<file path="config.mk">
export PLATFORM = sky130hd
export DESIGN_NAME = tlr_latch_top
export DESIGN_NICKNAME = d
export VERILOG_FILES = /design/src/tlr_pkg.sv /design/src/tlr_latch_top.sv /design/src/tlr_chan.sv
export VERILOG_INCLUDE_DIRS = /design/src
export SDC_FILE = /design/constraint.sdc
export NUM_CORES = 1
export LEC_CHECK = 0
export BUFFER_PORTS_ARGS = -buffer_cell sky130_fd_sc_hd__buf_2
export CORE_MARGIN = 2
export CORE_UTILIZATION = 58
export CTS_CLUSTER_SIZE = 24
export DETAILED_ROUTE_END_ITERATION = 12
export HOLD_SLACK_MARGIN = 0.03
export MAX_ROUTING_LAYER = met4
export PLACE_DENSITY = 0.8
export SLEW_MARGIN = 20
export SYNTH_ARGS = -nofsm -noshare
export SYNTH_HDL_FRONTEND = slang
export SYNTH_SLANG_ARGS = --single-unit
</file>
<file path="constraint.sdc">
create_clock -name mclk_in -period 4.2 [get_ports mclk_in]
set_input_delay 1.26 -clock mclk_in [delete_from_list [all_inputs] [get_ports mclk_in]]
set_output_delay 1.26 -clock mclk_in [all_outputs]
set_load 0.005 [all_outputs]
</file>
<file path="src/tlr_regs.svh">
// Port offsets, field positions and reset values of the timer latch block
`ifndef TLR_REGS_SVH
`define TLR_REGS_SVH
`define TLR_PORT_CNT0 8'h40
`define TLR_PORT_CNT1 8'h41
`define TLR_PORT_CNT2 8'h42
`define TLR_PORT_CTRL 8'h43
`define TLR_CW_SEL_HI 7
`define TLR_CW_SEL_LO 6
`define TLR_CW_RW_HI 5
`define TLR_CW_RW_LO 4
`define TLR_CW_NOCNT 5
`define TLR_CW_NOSTS 4
`define TLR_CW_RB_C2 3
`define TLR_CW_RB_C0 1
`define TLR_SEL_RDBK 2'h3
`define TLR_RW_LATCH 2'h0
`define TLR_RW_LSB 2'h1
`define TLR_RW_MSB 2'h2
`define TLR_RW_BOTH 2'h3
`define TLR_STS_OUT 7
`define TLR_STS_NULL 6
`define TLR_STS_RESET 8'h00
`endif

</file>
<file path="src/tlr_pkg.sv">
// Types shared by the timer latch block
`default_nettype none
package tlr_pkg;
  typedef enum logic [1:0] {
    TLR_RD_LSB,
    TLR_RD_MSB
  } tlr_byte_t;
endpackage
`default_nettype wire

</file>
<file path="src/tlr_latch_top.sv">
// Control word decode and read-back for a three-counter interval timer
`timescale 1ns/1ps
`default_nettype none
`include "tlr_regs.svh"
module tlr_latch_top (
  input wire logic mclk_in, // System clock, 100 MHz
  input wire logic sys_rst_in, // Sync reset, active high
  input wire logic io_wr_in, // I/O write strobe, one cycle
  input wire logic io_rd_in, // I/O read strobe, one cycle
  input wire logic [7:0] io_addr_in, // I/O port address
  input wire logic [7:0] io_wdata_in, // I/O write data
  input wire logic [47:0] count_in, // Live counts, counter 0 lowest
  input wire logic [2:0] out_level_in, // Counter output levels
  input wire logic [2:0] null_count_in, // Count not yet in counting element
  output logic [7:0] io_rdata_out, // I/O read data
  output logic [2:0] prog_out // Counter programmed pulse
);
  logic ctrl_wr;
  logic [1:0] sel;
  logic [2:0] cnt_latch;
  logic [2:0] sts_latch;
  logic [2:0] rd_hit;
  logic [23:0] cmd_reg;
  logic [23:0] rd_bytes;
  logic [1:0] rd_idx_reg;

  function automatic logic [2:0] onehot(input logic [1:0] s);
    onehot = 3'h1 << s;
  endfunction

  // Control word decode
  assign ctrl_wr = io_wr_in && io_addr_in == `TLR_PORT_CTRL;
  assign sel = io_wdata_in[`TLR_CW_SEL_HI:`TLR_CW_SEL_LO];
  always_comb begin
    cnt_latch = 3'h0;
    sts_latch = 3'h0;
    prog_out = 3'h0;
    if (ctrl_wr) begin
      if (sel == `TLR_SEL_RDBK) begin
        if (!io_wdata_in[`TLR_CW_NOCNT]) begin
          cnt_latch = io_wdata_in[`TLR_CW_RB_C2:`TLR_CW_RB_C0];
        end
        if (!io_wdata_in[`TLR_CW_NOSTS]) begin
          sts_latch = io_wdata_in[`TLR_CW_RB_C2:`TLR_CW_RB_C0];
        end
      end else if (io_wdata_in[`TLR_CW_RW_HI:`TLR_CW_RW_LO] ==
                   `TLR_RW_LATCH) begin
        cnt_latch = onehot(sel);
      end else begin
        prog_out = onehot(sel);
      end
    end
  end

  // Per-counter programmed word: access mode, mode, count type
  always_ff @(posedge mclk_in) begin
    if (sys_rst_in) begin
      cmd_reg <= 24'h000000;
    end else begin
      for (int i = 0; i < 3; i++) begin
        if (prog_out[i]) begin
          cmd_reg[i*8 +: 8] <= io_wdata_in;
        end
      end
    end
  end

  // Read hits per counter port
  assign rd_hit[0] = io_rd_in && io_addr_in == `TLR_PORT_CNT0;
  assign rd_hit[1] = io_rd_in && io_addr_in == `TLR_PORT_CNT1;
  assign rd_hit[2] = io_rd_in && io_addr_in == `TLR_PORT_CNT2;

  // One latch channel per counter
  for (genvar g = 0; g < 3; g++) begin : g_chan
    logic [7:0] sts;
    assign sts = {out_level_in[g], null_count_in[g],
                  cmd_reg[g*8 + 5 -: 6]};
    tlr_chan u_chan (
      .mclk_in(mclk_in),
      .sys_rst_in(sys_rst_in),
      .cnt_latch_in(cnt_latch[g]),
      .sts_latch_in(sts_latch[g]),
      .rd_in(rd_hit[g]),
      .count_in(count_in[g*16 +: 16]),
      .status_in(sts),
      .rw_mode_in(cmd_reg[g*8 + 5 -: 2]),
      .prog_in(prog_out[g]),
      .rd_data_out(rd_bytes[g*8 +: 8])
    );
  end

  // Remember which counter was read to steer read data
  always_ff @(posedge mclk_in) begin
    if (sys_rst_in) begin
      rd_idx_reg <= 2'h0;
    end else if (rd_hit[1]) begin
      rd_idx_reg <= 2'h1;
    end else if (rd_hit[2]) begin
      rd_idx_reg <= 2'h2;
    end else if (rd_hit[0]) begin
      rd_idx_reg <= 2'h0;
    end
  end

  // Read data mux from channel flip-flops
  always_comb begin
    unique case (rd_idx_reg)
      2'h1: io_rdata_out = rd_bytes[15:8];
      2'h2: io_rdata_out = rd_bytes[23:16];
      default: io_rdata_out = rd_bytes[7:0];
    endcase
  end
endmodule // tlr_latch_top
`default_nettype wire

</file>
<file path="src/tlr_chan.sv">
// One counter's latch and read-out sequencing
`timescale 1ns/1ps
`default_nettype none
`include "tlr_regs.svh"
module tlr_chan (
  input wire logic mclk_in, // System clock
  input wire logic sys_rst_in, // Sync reset, active high
  input wire logic cnt_latch_in, // Latch count request
  input wire logic sts_latch_in, // Latch status request
  input wire logic rd_in, // Read of this counter's port
  input wire logic [15:0] count_in, // Live counting element value
  input wire logic [7:0] status_in, // Live status byte
  input wire logic [1:0] rw_mode_in, // Programmed access mode
  input wire logic prog_in, // Control word reprogrammed this counter
  output logic [7:0] rd_data_out // Byte returned on a read
);
  logic [15:0] cnt_hold_reg;
  logic cnt_valid_reg;
  logic [7:0] sts_hold_reg;
  logic sts_valid_reg;
  tlr_pkg::tlr_byte_t byte_reg;
  logic [15:0] src;
  logic rd_cnt;

  // A read takes status first, otherwise a count byte
  assign rd_cnt = rd_in && !sts_valid_reg;
  assign src = cnt_valid_reg ? cnt_hold_reg : count_in;

  // Status latch; first latch wins until read
  always_ff @(posedge mclk_in) begin
    if (sys_rst_in) begin
      sts_valid_reg <= 1'b0;
      sts_hold_reg <= `TLR_STS_RESET;
    end else if (sts_latch_in && !sts_valid_reg) begin
      sts_valid_reg <= 1'b1;
      sts_hold_reg <= status_in;
    end else if (rd_in && sts_valid_reg) begin
      sts_valid_reg <= 1'b0;
    end
  end

  // Count latch; held until every byte is read
  always_ff @(posedge mclk_in) begin
    if (sys_rst_in) begin
      cnt_valid_reg <= 1'b0;
      cnt_hold_reg <= 16'h0000;
    end else if (cnt_latch_in && !cnt_valid_reg) begin
      cnt_valid_reg <= 1'b1;
      cnt_hold_reg <= count_in;
    end else if (rd_cnt && cnt_valid_reg &&
                 (rw_mode_in != `TLR_RW_BOTH ||
                  byte_reg == tlr_pkg::TLR_RD_MSB)) begin
      cnt_valid_reg <= 1'b0;
    end
  end

  // Byte pointer for two-byte reads, private to this counter
  always_ff @(posedge mclk_in) begin
    if (sys_rst_in || prog_in) begin
      byte_reg <= tlr_pkg::TLR_RD_LSB;
    end else if (rd_cnt && rw_mode_in == `TLR_RW_BOTH) begin
      byte_reg <= (byte_reg == tlr_pkg::TLR_RD_LSB) ?
                  tlr_pkg::TLR_RD_MSB : tlr_pkg::TLR_RD_LSB;
    end
  end

  // Registered read data
  always_ff @(posedge mclk_in) begin
    if (sys_rst_in) begin
      rd_data_out <= 8'h00;
    end else if (rd_in) begin
      if (sts_valid_reg) begin
        rd_data_out <= sts_hold_reg;
      end else if (rw_mode_in == `TLR_RW_MSB ||
                   (rw_mode_in == `TLR_RW_BOTH &&
                    byte_reg == tlr_pkg::TLR_RD_MSB)) begin
        rd_data_out <= src[15:8];
      end else begin
        rd_data_out <= src[7:0];
      end
    end
  end
endmodule // tlr_chan
`default_nettype wire

</file>
=== Word-level counts from Yosys, hierarchy flattened ===
Cells that the tools add are included.
W data, S select, Z words.

* Word-level logic and storage cells: 137
* Output and inout bits: 11
* Register bits after elaboration: 128
* Input port bits: 74

* Equality and inequality tests: 19
* Shift-type cells: 1
* Reduce and logical (&&, ||, !) cells: 56
* Muxes and demuxes: 38

{| class="wikitable"
|+ Operators by type and width
! operator !! number
|-
| $mux W16 || 3
|-
| $mux W8 || 6
|-
| $eq A8 B7 Y1 const B || 4
|-
| $mux W3 || 10
|-
| $logic_and A1 B1 Y1 || 28
|-
| $eq A2 B2 Y1 const B || 8
|-
| $mux W1 || 16
|-
| $pmux W8 S2 || 1
|-
| $reduce_bool A2 Y1 || 7
|-
| $logic_or A1 B1 Y1 || 9
|-
| $eq A2 B1 Y1 const B || 4
|-
| $logic_not A2 Y1 || 4
|-
| $logic_not A1 Y1 || 6
|-
| $ne A2 B2 Y1 const B || 3
|-
| $mux W2 || 2
|-
| $reduce_bool A3 Y1 || 1
|-
| $shl A1 B2 Y3 const A || 1
|-
| $reduce_or A2 Y1 || 1
|}

=== Logic depth before layout (Yosys ltp) ===
* Depth in word-level cells: 7
* Gate-level depth with buffers: 7
* Mapped depth without buffers: 4

=== Cells and area by module ===
From an unflattened synthesis, not the netlist that was laid out.

* Cell total of the unflattened synthesis: 735
* Area, all modules: 6,182.2 um2

{| class="wikitable"
|+ Modules (own cells, without submodules)
! module !! area each (um2) !! sequential area each (um2) !! times used !! cells each
|-
| tlr_chan || 1,676.6 || 700.7 || 3 || 198
|-
| tlr_latch_top || 1,152.4 || 400.4 || 1 || 141
|}

=== Worst setup path after synthesis ===
Ideal clock, no wire load.

* Kind: input to output
* Start point: in io_addr_in[3]
* End point: out prog_out[2]
* Cell stages on the path: 5
* Slack: 158 ps
* Buffers on the path: 2
* Required time: 2,940 ps
* Arrival: 2,782 ps
* Path through: or4_4 > buf_6 > or4_1 > nor3b_1 > buf_4

* Cells in the longest elaborated chain, start to end: 3

{| class="wikitable"
|+ RTL lines
! what !! RTL line !! source
|-
| start: declaration || tlr_latch_top.sv:10 || <nowiki>input wire logic [7:0] io_addr_in,</nowiki>
|-
| $eq A8 B7 Y1 (no source line) || - ||
|-
| $logic_and A1 B1 Y1 (no source line) || - ||
|-
| $mux W3 || tlr_latch_top.sv:38 || <nowiki>if (ctrl_wr) begin</nowiki>
|-
| end: declaration || tlr_latch_top.sv:16 || <nowiki>output logic [2:0] prog_out</nowiki>
|}

Every way passes these cells.

=== Final worst setup path ===
Ends and elaborated chain as after synthesis.

==> results.md <==
- Type of the worst setup path: input port to output port
- CP max stage cell: sky130_fd_sc_hd__or4_1
- Number of antenna repair diodes: 0
- Met2 routing resource usage after global routing: 0.514
- Worst Path Max Fanout: 2
- Layout cells sized above 1: 0.206
- Power, Total: 2.82 mW
- Clock Latency Late Sink: 520 ps
- PD cells: approximately 380 nW/um2
- Num Clock Sinks: 125
- DRC viols: 0
- Number of failing hold endpoints at the final stage: 0
- Number of hold buffers added after cts: 0
- Largest net degree at the start of global routing: 62
- Clock buffers created by TritonCTS: 17
- Met1 Track Usage GR: 0.424
- Cell area after technology mapping: 6390 um2
- Endpoint class of the critical path: output port
- Post-synth net total: 850
- Number of port buffers: 84
- Run status: finished, final reports clean
- Number of maximum-capacitance constraint violations: 0
- Startpoint type of the worst setup path: input port
- ANT nets after route: 0
- LEAKAGE: 2.60 nW
- Initial Utilization: 0.592
- Min-delay src: cmd_reg[10]
- Kind of path behind the tightest hold check: flop to flop
- Fin util: 0.686
- Via count of the first global-routing pass: 6126
- Wire length of the first global-routing pass: ~30000 um
- Overall overflow remaining after global route: 0
- Share of the synthesized area in the top cell type: 0.391
- Destination of the worst register-to-register timing path: g_chan[0].u_chan.byte_reg[0]
- Quantity of gates resized following cts: 0
- Flip-flop count of the largest register after layout: 48
- Crit path largest cell delay: about 580 ps
- Antenna violations before repair: 0
- GR met3 Demand/Resource: 0.0807
- Area delta synth->final: 15.9%
- Final setup slack of the worst path: 117 ps
- Aggregate routed wire length: 18700 um
- Clock tree from TritonCTS: yes
- Count of flip-flops with a built-in enable after synthesis: 0
- Wire length per cell after detailed routing: 19.4 um
- Number of buffers added for setup after CTS: 0
- Clk_skew: 8.46 ps
- Core Region: 10800 um2
- Number of distinct standard cells referenced by the synthesized netlist: between 40 and 50
- Combined buffer and inverter count along the critical path: 2
- Worst reg2reg path depth: 3
- Kind of cell adding the most delay to the critical path: simple AND/OR/NAND/NOR gates
- Hold path endpoint: g_chan[1].u_chan.sts_hold_reg[2]
- Die Wd: 109 um
- Instance count along the most critical hold path: 2
- Post-Syn Area per Cell: 8.26 um2
- Cell Rows: 38
- GRT Resource Usage Total: 0.334
- Vertical die dimension: 109 um
- Endpoint required time on the critical path: 2940 ps
- Seq/Total Area, Yosys: 0.391
- Final setup violation count: 0
- Synth area leaders: sky130_fd_sc_hd__dfxtp_1, sky130_fd_sc_hd__o21ai_0, sky130_fd_sc_hd__a21oi_1, sky130_fd_sc_hd__clkbuf_1, sky130_fd_sc_hd__nand3_1
- Worst reg2reg setup slack: 2240 ps
- Number of stages on the worst setup path: 5
- CTS H-tree lvls: 4
- Commonest cells post-synth: sky130_fd_sc_hd__dfxtp_1, sky130_fd_sc_hd__o21ai_0, sky130_fd_sc_hd__a21oi_1
- Maximum achievable frequency: 245 MHz
- Most used routing layer in global routing: met2
- Via-per-instance ratio: 6.74
- Number of iterations in the first detailed-routing pass: 6
- Placed wire-length estimate after detailed placement: about 12000 um
- Cell taking the most area after synthesis: sky130_fd_sc_hd__dfxtp_1
- Primary flip-flop cell chosen by synthesis mapping: sky130_fd_sc_hd__dfxtp_1
- Clock root buffer: sky130_fd_sc_hd__clkbuf_8
- DR vias: between 6000 and 7000
- Clock transition at path regs: ~60 ps
- Number of flip-flops and latches in the synthesized netlist: 125
- Unrepaired setup endpoints after global routing: no
- Maximum resistive drop on vdd: 0.000235 V
- Worst reg2reg path startpoint: cmd_reg[5]
- Slew at the pin with the worst max-slew slack: 1040 ps
- Crit path arrival time: approximately 2800 ps
- Weighted congestion reported at the end of routability-driven placement: 0.924
- Period utilization: 0.972
- Number of synthesis warnings: 0
- Most used standard cell by instance count after synthesis: sky130_fd_sc_hd__dfxtp_1
- Post-synthesis cell count: 774
- Rel. slew slack: 0.305
- Ys async rst share: 0
- Worst setup timing slack at the placement stage: 110 ps
- Post-layout min period: 4080 ps
- Setup Total Neg Slack: 0 ps
- Count of nets after finishing: 889
- Most frequent cell on the critical path: sky130_fd_sc_hd__buf_2
- List of cells traversed by the critical path: buf_2 -> or4_4 -> or4_1 -> nor3b_1 -> buf_2
- Max Buffers Root-to-Sink: 2
- Area enclosed by the die boundary: between 10000 and 15000 um2
- DRC violation total after the first TritonRoute iteration: 820
- Max Transition Viols Final: 0
- Ports placed on the boundary: 85
==> through the flow <==
| step | instances | cell area, um2 | hold slack, ps |
|---|---|---|---|
| floorplan | 774 | 6390 | 446 |
| global placement | 934 | 6820 | 454 |
| detailed placement | 934 | 6820 | 463 |
| CTS | 966 | 7410 | 473 |
| global route | 966 | 7410 | 488 |
| finish | 966 | 7410 | 474 |
==> per-layer routing <==
layer	vias up	wire, um	share of wire
met5	-	0	0
met4	0	640	0.034
met3	62	1680	0.090
met2	373	8900	0.48
met1	3113	7500	0.40
li1	2964	-	-
==> power breakdown <==
group          internal [mW]  switching, mW  leakage (nW)
logic                 0.0583          0.109          1.31
clock network          0.931          0.530         0.284
registers               1.19       0.000637          1.01
==> logic make-up (layout without fill, tap and decap cells) <==
logic type	count (synthesis)	count (layout)	synth area share
AO/OA/AOI/OAI	259	259	0.256
adder cells (fa/ha/maj)	2	2	0.00391
buffers and inverters	96	148	0.0593
flip-flops	125	125	0.391
multiplexers	23	23	0.0497
AND/OR/NAND/NOR	269	269	0.240
==> tightest hold or removal path, cell delays in order, from the launching register on <==
cell and delay, ps:
sky130_fd_sc_hd__dfxtp_1 310, sky130_fd_sc_hd__nand4_1 60, sky130_fd_sc_hd__a21oi_1 60
==> area by class of cell <==
class	count	area [um2]
clock inverters	11	141
clock buffers	21	449
flip-flops and latches	125	2500
inverters	12	45.0
multi-input cells	553	3520
fillers	813	3390
repair buffers	104	573
well taps	140	175
==> layout by cell type (no fill, tap or decap), types with 20 or more instances in the layout <==
cell type | netlist | routed
sky130_fd_sc_hd__nand4_1 | 41 | 41
sky130_fd_sc_hd__nand4b_1 | 20 | 20
sky130_fd_sc_hd__a21oi_1 | 78 | 78
sky130_fd_sc_hd__o21ai_0 | 80 | 80
sky130_fd_sc_hd__nor2_1 | 27 | 27
sky130_fd_sc_hd__nand2b_1 | 24 | 24
sky130_fd_sc_hd__nand2_1 | 67 | 67
sky130_fd_sc_hd__nand3_1 | 53 | 53
sky130_fd_sc_hd__dfxtp_1 | 125 | 125
sky130_fd_sc_hd__buf_2 | 0 | 83
sky130_fd_sc_hd__buf_4 | 3 | 21
==> worst max-delay path by stage <==
stage	start	end	slack, ps
finish	io_addr_in[3]	prog_out[2]	120
global route	io_addr_in[3]	prog_out[2]	60
detailed placement	io_addr_in[3]	prog_out[2]	110
global placement	io_addr_in[3]	prog_out[2]	100
floorplan	io_addr_in[3]	prog_out[2]	160
CTS	io_addr_in[3]	prog_out[2]	100
Note: power is estimated with default switching activity, not from simulation.
